### config.mk
export PLATFORM = sky130hd
export DESIGN_NAME = cps_status_word
export DESIGN_NICKNAME = d
export VERILOG_FILES = /design/src/cps_status_word.v
export VERILOG_INCLUDE_DIRS = /design/src
export SDC_FILE = /design/constraint.sdc
export NUM_CORES = 1
export LEC_CHECK = 0
export BUFFER_PORTS_ARGS = -buffer_cell sky130_fd_sc_hd__clkbuf_2
export CAP_MARGIN = 30
export CORE_AREA = 3 3 244 198
export DETAILED_ROUTE_END_ITERATION = 7
export DIE_AREA = 0 0 247 201
export PLACE_DENSITY_LB_ADDON = 0.15
export SLEW_MARGIN = 20
export SYNTH_ARGS = -nofsm -noshare
export SYNTH_HDL_FRONTEND = slang
export SYNTH_SLANG_ARGS = --single-unit
### constraint.sdc
create_clock -name clk_sys_i -period 4 [get_ports clk_sys_i]
set_input_delay 0.4 -clock clk_sys_i [delete_from_list [all_inputs] [get_ports clk_sys_i]]
set_output_delay 0.4 -clock clk_sys_i [all_outputs]
set_load 0.05 [all_outputs]
### src/cps_map.vh
`ifndef CPS_MAP_VH
`define CPS_MAP_VH
// register byte offsets
`define CPS_ADR_PSW 4'h0
`define CPS_ADR_RES 4'h4
`define CPS_ADR_FLG 4'h8
`define CPS_ADR_IRQ 4'hc
// field positions
`define CPS_TRC_HI 15
`define CPS_TRC_LO 14
`define CPS_PRV_BIT 13
`define CPS_IML_HI 10
`define CPS_IML_LO 8
`define CPS_FX_BIT 4
`define CPS_FN_BIT 3
`define CPS_FZ_BIT 2
`define CPS_FV_BIT 1
`define CPS_FC_BIT 0
// writable bits of the word
`define CPS_PSW_MASK 16'he71f
// reset values (flags undefined, taken as zero)
`define CPS_PSW_RST 16'h2700
// trace modes
`define CPS_TRC_OFF 2'h0
`define CPS_TRC_FLOW 2'h1
`define CPS_TRC_INSN 2'h2
// operation codes
`define CPS_OP_NONE 3'h0
`define CPS_OP_ADD 3'h1
`define CPS_OP_SUB 3'h2
`define CPS_OP_LSL 3'h3
`define CPS_OP_LSR 3'h4
`define CPS_OP_ROXL 3'h5
`define CPS_OP_ROXR 3'h6
`define CPS_OP_LOGIC 3'h7
`endif

### src/cps_status_word.v
`timescale 1ns/100ps
`include "cps_map.vh"
// How it works
// RULE_01: 16-bit word: trace 15:14, privilege 13, mask 10:8, flags 4:0.
// RULE_02: supervisor reaches whole word; user reaches only the low flag byte.
// RULE_03: trace mode 00 off, 01 flow change, 10 each instruction, 11 reserved.
// RULE_04: privilege bit 0 means user, 1 means supervisor.
// RULE_05: interrupt mask level 0..7 masks requests at or below it; the code never masks request level 7.
// RULE_06: multiprecision bit written with the same value as carry.
// RULE_07: sign flag follows result most significant bit.
// RULE_08: zero flag set when whole result is zero.
// RULE_09: overflow flag set on two's complement overflow.
// RULE_10: carry set on carry or borrow; shifts and rotates chain through it; the code rotates in the multiprecision bit, shifts fill with zero.
// RULE_11: unassigned bits 12, 11, 7, 6, 5 read zero, writes ignored.
module cps_status_word (
    input wire clk_sys_i, // 20 MHz clock
    input wire sys_rst_i, // sync reset, high
    input wire [3:0] wb_adr_i, // byte address
    input wire [31:0] wb_dat_i, // write data
    output reg [31:0] wb_dat_o, // read data
    input wire [3:0] wb_sel_i, // byte lanes
    input wire wb_we_i, // write
    input wire wb_cyc_i, // cycle
    input wire wb_stb_i, // strobe
    output reg wb_ack_o, // acknowledge
    output reg wb_err_o, // unmapped address
    input wire [2:0] irq_level_i, // pending request level
    input wire insn_done_i, // instruction retired pulse
    input wire flow_change_i, // branch taken pulse
    output wire [15:0] psw_o, // status word
    output wire supervisor_o, // supervisor privilege
    output wire irq_take_o, // request beats mask
    output wire trace_req_o // trace exception request
);

// ----------------------------------------
// registers
// ----------------------------------------
reg [15:0] psw_q;
reg [31:0] res_q;
reg [2:0] op_q;
reg [31:0] opa_q;
reg [31:0] opb_q;
reg [31:0] alu_res;
reg alu_c;
reg alu_v;
reg alu_upd;
reg alu_x_upd;
reg [32:0] sum;

// ----------------------------------------
// bus decode
// ----------------------------------------
wire req = wb_cyc_i & wb_stb_i & ~wb_ack_o & ~wb_err_o;
// writes land at the edge where the master sees ack
wire commit = wb_cyc_i & wb_stb_i & wb_ack_o & wb_we_i;
wire hit_psw = (wb_adr_i == `CPS_ADR_PSW);
wire hit_res = (wb_adr_i == `CPS_ADR_RES);
wire hit_a = (wb_adr_i == `CPS_ADR_FLG);
wire hit_b = (wb_adr_i == `CPS_ADR_IRQ);
wire hit = hit_psw | hit_res | hit_a | hit_b;
wire sup = psw_q[`CPS_PRV_BIT]; // [RULE_04]

function [31:0] lane_merge;
    input [31:0] old_v;
    input [31:0] new_v;
    input [3:0] sel;
    integer k;
    begin
        lane_merge = old_v;
        for (k = 0; k < 4; k = k + 1) begin
            if (sel[k]) begin
                lane_merge[k*8 +: 8] = new_v[k*8 +: 8];
            end
        end
    end
endfunction

// ----------------------------------------
// flag arithmetic
// ----------------------------------------
always @* begin
    alu_res = 32'h0;
    alu_c = 1'b0;
    alu_v = 1'b0;
    alu_upd = 1'b1;
    alu_x_upd = 1'b1;
    sum = 33'h0;
    case (op_q)
        `CPS_OP_ADD: begin
            sum = {1'b0, opa_q} + {1'b0, opb_q};
            alu_res = sum[31:0];
            alu_c = sum[32]; // [RULE_10]
            alu_v = (opa_q[31] == opb_q[31]) &
                (alu_res[31] != opa_q[31]); // [RULE_09]
        end
        `CPS_OP_SUB: begin
            sum = {1'b0, opa_q} - {1'b0, opb_q};
            alu_res = sum[31:0];
            alu_c = sum[32]; // borrow [RULE_10]
            alu_v = (opa_q[31] != opb_q[31]) &
                (alu_res[31] != opa_q[31]); // [RULE_09]
        end
        `CPS_OP_LSL: begin
            alu_res = {opa_q[30:0], 1'b0};
            alu_c = opa_q[31];
            alu_v = opa_q[31] ^ opa_q[30];
        end
        `CPS_OP_LSR: begin
            alu_res = {1'b0, opa_q[31:1]};
            alu_c = opa_q[0];
        end
        `CPS_OP_ROXL: begin
            alu_res = {opa_q[30:0], psw_q[`CPS_FX_BIT]}; // [RULE_10]
            alu_c = opa_q[31];
        end
        `CPS_OP_ROXR: begin
            alu_res = {psw_q[`CPS_FX_BIT], opa_q[31:1]}; // [RULE_10]
            alu_c = opa_q[0];
        end
        `CPS_OP_LOGIC: begin
            alu_res = opa_q & opb_q;
            alu_x_upd = 1'b0; // logic leaves multiprecision bit
        end
        default: begin
            alu_upd = 1'b0;
            alu_x_upd = 1'b0;
        end
    endcase
end

// ----------------------------------------
// register file and bus answer
// ----------------------------------------
wire [31:0] wmask = sup ? {16'h0, `CPS_PSW_MASK} :
    {24'h0, 8'h1f}; // [RULE_02] [RULE_11]
wire [31:0] wnew = lane_merge({16'h0, psw_q}, wb_dat_i, wb_sel_i);

always @(posedge clk_sys_i) begin
    if (sys_rst_i) begin
        psw_q <= `CPS_PSW_RST;
        res_q <= 32'h0;
        op_q <= `CPS_OP_NONE;
        opa_q <= 32'h0;
        opb_q <= 32'h0;
        wb_ack_o <= 1'b0;
        wb_err_o <= 1'b0;
        wb_dat_o <= 32'h0;
    end else begin
        wb_ack_o <= req & hit;
        wb_err_o <= req & ~hit;
        op_q <= `CPS_OP_NONE;
        if (alu_upd) begin
            res_q <= alu_res;
            psw_q[`CPS_FN_BIT] <= alu_res[31]; // [RULE_07]
            psw_q[`CPS_FZ_BIT] <= (alu_res == 32'h0); // [RULE_08]
            psw_q[`CPS_FV_BIT] <= alu_v; // [RULE_09]
            psw_q[`CPS_FC_BIT] <= alu_c; // [RULE_10]
            if (alu_x_upd) begin
                psw_q[`CPS_FX_BIT] <= alu_c; // [RULE_06]
            end
        end
        if (commit) begin
            if (hit_psw) begin
                psw_q <= ((psw_q & ~wmask[15:0]) |
                    (wnew[15:0] & wmask[15:0])); // [RULE_02] [RULE_11]
            end
            if (hit_a) begin
                opa_q <= lane_merge(opa_q, wb_dat_i, wb_sel_i);
            end
            if (hit_b) begin
                opb_q <= lane_merge(opb_q, wb_dat_i, wb_sel_i);
            end
            if (hit_res) begin
                op_q <= wb_dat_i[2:0];
            end
        end
        if (req & hit & ~wb_we_i) begin
            if (hit_psw) begin
                wb_dat_o <= sup ? {16'h0, psw_q} :
                    {24'h0, psw_q[7:0]}; // [RULE_02]
            end else if (hit_res) begin
                wb_dat_o <= res_q;
            end else if (hit_a) begin
                wb_dat_o <= opa_q;
            end else begin
                wb_dat_o <= opb_q;
            end
        end
    end
end

// ----------------------------------------
// outputs
// ----------------------------------------
assign psw_o = psw_q; // [RULE_01]
assign supervisor_o = sup; // [RULE_04]
assign irq_take_o = (irq_level_i == 3'h7) |
    (irq_level_i > psw_q[`CPS_IML_HI:`CPS_IML_LO]); // [RULE_05]
assign trace_req_o =
    ((psw_q[`CPS_TRC_HI:`CPS_TRC_LO] == `CPS_TRC_FLOW) & flow_change_i) |
    ((psw_q[`CPS_TRC_HI:`CPS_TRC_LO] == `CPS_TRC_INSN) & insn_done_i);
    // [RULE_03]

endmodule // cps_status_word

---- After elaboration in Yosys (flattened, before gate mapping) ----
Index checks and enable logic that the tools add are counted.
word-level totals
  bits in registers ....................... 149
  input bits .............................. 50
  output and inout bits ................... 53
  logic and storage cells ................. 96
operators by class
  add/subtract/negate cells ............... 2
  $lt $le $gt $ge ......................... 1
  equality and inequality tests ........... 17
  mux-type cells .......................... 16
  bitwise logic cells ..................... 29
  reductions and logical operators ........ 16
operators by type and width
  cell                  number
  $pmux W32 S7          1
  $mux W32              3
  $add A32 B32 Y33      1
  $sub A32 B32 Y33      1
  $and A16 B16 Y16      2
  $and A32 B32 Y32      1
  $logic_not A32 Y1     1
  $mux W16              2
  $reduce_and A3 Y1     8
  $mux W8               2
  $not A16 Y16          1
  $or A16 B16 Y16       1
  $eq A3 B3 Y1 const B  5
  $mux W5               3
  $and A1 B1 Y1         12
  $eq A4 B4 Y1 const B  2
  $reduce_or A7 Y1      1
  $eq A3 B2 Y1 const B  2
  $not A1 Y1            6
  $reduce_or A6 Y1      1
  $or A1 B1 Y1          5
  $eq A4 B3 Y1 const B  1
  $logic_not A4 Y1      1
  $pmux W1 S4           1
  12 further kinds      17

---- Longest topological paths before layout ----
  word-level depth ........................ 7
  mapped depth ............................ 13
  mapped depth without buffers ............ 13

---- Least setup slack after synthesis ----
No wires, ideal clock.
  path type ............................... register to register
  from .................................... register opa_q[0]
  to ...................................... register psw_q[2] (netlist: psw_o[2])
  setup time .............................. 0.069 ns
  arrival ................................. 2.958 ns
  slack ................................... 0.973 ns
  stages on the path, launching flop included .. 14
  period minus slack after synthesis ...... 3.027 ns
  cells stage by stage .................... dfxtp_1 > inv_1 > ha_1 > fa_1 > nand2b_1 > a211o_1 > a211o_1 > a31oi_2 > o21ai_1 > a311oi_1 > a21oi_1 > nor4b_1 > nand4bb_1 > o21ai_1
on the way
  word-level cells in the longest chain between the ends .. 6
  elaborated cells on any way between the ends .. 8
ends and longest elaborated chain
  element                                         line                   text
  start, declared                                 cps_status_word.v:42   reg [31:0] opa_q;
  start signal, assigned                          cps_status_word.v:169  opa_q <= lane_merge(opa_q, wb_dat_i, wb_sel_i);
  $sub A32 B32 Y33, or another cell as far along  cps_status_word.v:98   sum = {1'b0, opa_q} - {1'b0, opb_q};
  $pmux W32 S7 (*)                                cps_status_word.v:89   case (op_q)
  $logic_not A32 Y1 (*)                           cps_status_word.v:156  psw_q[`CPS_FZ_BIT] <= (alu_res == 32'h0);
  $mux W5 (*)                                     cps_status_word.v:153  if (alu_upd) begin
  $mux W5                                         cps_status_word.v:164  if (hit_psw) begin
  $mux W5 (*)                                     cps_status_word.v:163  if (commit) begin
  end signal, assigned by index                   cps_status_word.v:156
  end signal, assigned by index                   cps_status_word.v:157  psw_q[`CPS_FV_BIT] <= alu_v;
  end signal, assigned                            cps_status_word.v:165  psw_q <= ((psw_q & ~wmask[15:0]) |
  end, declared                                   cps_status_word.v:39   reg [15:0] psw_q;
Mark *: on every way between the ends. The rest lies on a longest branch, timed or not.
A chain may end at the register's enable or synchronous reset.

---- Final worst setup path ----
  from .................................... register opb_q[13]
  to ...................................... register psw_q[2] (netlist: psw_o[2])
on the way
  word-level cells in the longest chain between the ends .. 6
  elaborated cells on any way between the ends .. 8
ends and longest elaborated chain
  element                                         line                   text
  start, declared                                 cps_status_word.v:43   reg [31:0] opb_q;
  start signal, assigned                          cps_status_word.v:172  opb_q <= lane_merge(opb_q, wb_dat_i, wb_sel_i);
  $sub A32 B32 Y33, or another cell as far along  cps_status_word.v:98
  $pmux W32 S7 (*)                                cps_status_word.v:89
  $logic_not A32 Y1 (*)                           cps_status_word.v:156
  $mux W5 (*)                                     cps_status_word.v:153
  $mux W5                                         cps_status_word.v:164
  $mux W5 (*)                                     cps_status_word.v:163
Marks and branches as above.

==> results.cfg <==
[outcome]
outcome = complete, no violations

[global_routing]
overflow = 0
grt_first_pass_wirelength_um = 79100
grt_pass1_vias = 12100
grt_max_degree = 72
track_usage_pct = 21.0
grt_antenna_before_repair = 2

[sta]
fin_crit_ps = 3770
rsz0062_at_grt = no
maxSlewViolCount = 0
fin_crit_sh_pct = 94.3
relSlewSlack_pct = 33.2
setup_viol = 0
tightest_slew_ps = 1000
final.setup.tns_ps = 0
fmax_ghz = 0.265
finalHoldViolations = 0
setup_slack_ps = 228
finClkSkew_ps = 13.7

[cts]
cts-root-buf = clkbuf_16
clk_latency_ps = 470
numCtsBuffers = 17
cts_hold_buf = 0
clock_sinks = 144
clk_pin_slew_ps = 70
cts_tree = yes
clockBufferDepth = 2
htreeDepth = 4
postCtsSetupBuffers = 0

[floorplan]
num_io_pins = 103
die_area_mm2 = 0.0496
fp-row-count = 70
start_util_pct = 25.1
die_w_um = 247
die_y_um = 201
core_mm2 = 0.0458

[synth]
yosysWarnings = 0
synth_cell_type_count = 97
ys.flop_type = dfxtp_1
synth_top_area_share_pct = 25.1
syn_area_mm2 = 0.0115
synth_edf_count = 0
synth_area_leaders = dfxtp_1 25%, a21oi_1 8.5%, ha_1 7.4%
synth-seq-cells = 144
syn_area_per_cell_um2 = 7.26
async_flop_share_pct = 0
yosysTopAreaCell = dfxtp_1
synth.yosys.seq_area_share_pct = 25.1
netlist_instances = 1582

[drt]
ant_nets = 0
dr.pass1.iters = 5
vias = 12800
dr.first_iter.drc_count = 1296
via_per_inst = 5.54
wire_per_inst_um = 22.8
routed_wirelength_um = 52600
remaining_drc_errors = 0

[place]
pre_cts_slack_ps = 76.9
hpwl_um = 40600
gp_congestion = 0.925
port_buffers = 97

[cells_and_area]
diodes = 0
areaGrowthSynthToFinish_pct = 18.6
final_common_cell = a21oi_1
fin_nets = 1798
layout_common_cells = 196 x a21oi_1, 174 x nand2_1, 168 x nor2_1, 144 x dfxtp_1, 96 x clkbuf_2
fillers = 5039
drive_gt1_share_pct = 16.4

[power]
p_leak_nw = 5.41
p_per_area_mw_per_mm2 = 245
ir_drop_mv = 0.304

[worst_setup_path]
cp-start-kind = register
r2r_slack_ps = 230
reg2reg_depth = 13
endpoint_kind = register
arrival_ps = 4180
crit_fanout = 12
required_ps = 4410
timing.critical_path.to = psw_o[2]
path_class = reg2reg
r2r_start = opb_q[13]
reg2reg_to = psw_o[2]
timing.critical_path.from = opb_q[13]

[job]
drv_cap = 0

[hold_path]
hold_path_class = in2reg
-- where the power goes --
| part | switching, mW | total (mW) | internal [mW] |
|---|---|---|---|
| Sequential | 0.00175 | 1.44 | 1.44 |
| Combinational | 0.124 | 0.164 | 0.0402 |
| Clock | 0.720 | 1.74 | 1.02 |
| Total | 0.846 | 3.34 | 2.49 |
-- routing by layer --
metal  routed length (um)  share of wire, %  track usage (%)
met5                   38             0.072                0
met4                  928               1.8             5.13
met3                 3480               6.6             4.22
met2                21900                42             30.3
met1                26200                50             31.7
-- flip-flops by register name (all words and copies together) (netlist names), named ones only --
register / count
opa_q: 32
res_q: 32
opb_q: 32
op_q: 3
wb_dat_o: 32
wb_ack_o: 1
wb_err_o: 1
psw_o: 6
-- worst min-delay path by stage --
stage / startpoint / end / cells past startpoint
floorplan: res_q[0] / res_q[0] / 2
global placement: res_q[22] / res_q[22] / 2
detailed placement: res_q[2] / res_q[2] / 2
CTS: wb_dat_i[25] / opa_q[25] / 3
global route: wb_dat_i[23] / opb_q[23] / 3
finish: wb_dat_i[26] / opb_q[26] / 3
-- cells in the mapped netlist, types with 13 or more instances --
cell type and number:
nor2b_1 21, o21ai_0 43, a211oi_1 45, a22o_1 23
o31ai_1 16, nor3_1 45, a21o_1 13, nand2_1 174
clkbuf_1 74, a21oi_1 196, a22oi_1 27, nand3_1 85
o21ai_1 14, mux2i_1 19, nand4_1 15, a221oi_1 18
o211ai_1 14, dfxtp_1 144, inv_1 66, ha_1 68
nor2_1 168, buf_2 27, and2_1 18, nand2b_1 17
-- area by class of cell --
class	instances	area, um^2	area share, %
clock buffer	20	457	3.35
sequential	144	2880	21.2
clock inverter	11	156	1.15
inverter	71	267	1.96
multi-input combinational	1254	7890	58.0
timing repair buffer	190	1200	8.80
tap	612	766	5.62
-- cell families (layout without fill, tap and decap cells) --
kind of cell | count (synthesis) | in the layout | synth area share, %
XOR/XNOR | 5 | 5 | 0.447
other | 1 | 5 | 0.0327
AND/OR/NAND/NOR | 604 | 604 | 24.6
multiplexers | 20 | 20 | 1.85
buffers and inverters | 188 | 292 | 6.90
flip-flops | 144 | 144 | 25.1
adder cells (fa/ha/maj) | 70 | 70 | 7.76
AO/OA/AOI/OAI | 550 | 550 | 33.3
-- worst max-delay path: stages, from the launching register on --
cell	delay, ps
dfxtp_1	440
inv_1	70
ha_1	590
inv_1	140
a21oi_1	270
o31ai_2	200
o31ai_4	490
a21boi_0	220
o21ai_0	290
a22oi_1	170
a211oi_1	410
buf_4	180
nand4_1	100
o21ai_1	140
-- through the flow --
stage / power, mW / cells / instance area (um^2) / utilization [%] / hold WS [ps]
2_1_floorplan: 1.57 / 1586 / 11500 / - / 436
3_3_place_gp: 1.64 / 2271 / 13000 / 28.3 / 442
3_5_place_dp: 1.64 / 2271 / 13000 / 28.3 / 449
4_1_cts: 3.39 / 2302 / 13600 / 29.7 / 142
5_1_grt: 3.46 / 2302 / 13600 / 29.7 / 152
6_report: 3.34 / 2302 / 13600 / 29.7 / 169
-- what timing repair did --
item,4_1_cts,5_1_grt
endpoints found under the setup margin,0,3
resized for setup,0,7
hold endpoints to repair,0,0
Power figures use the tool's default switching activity.
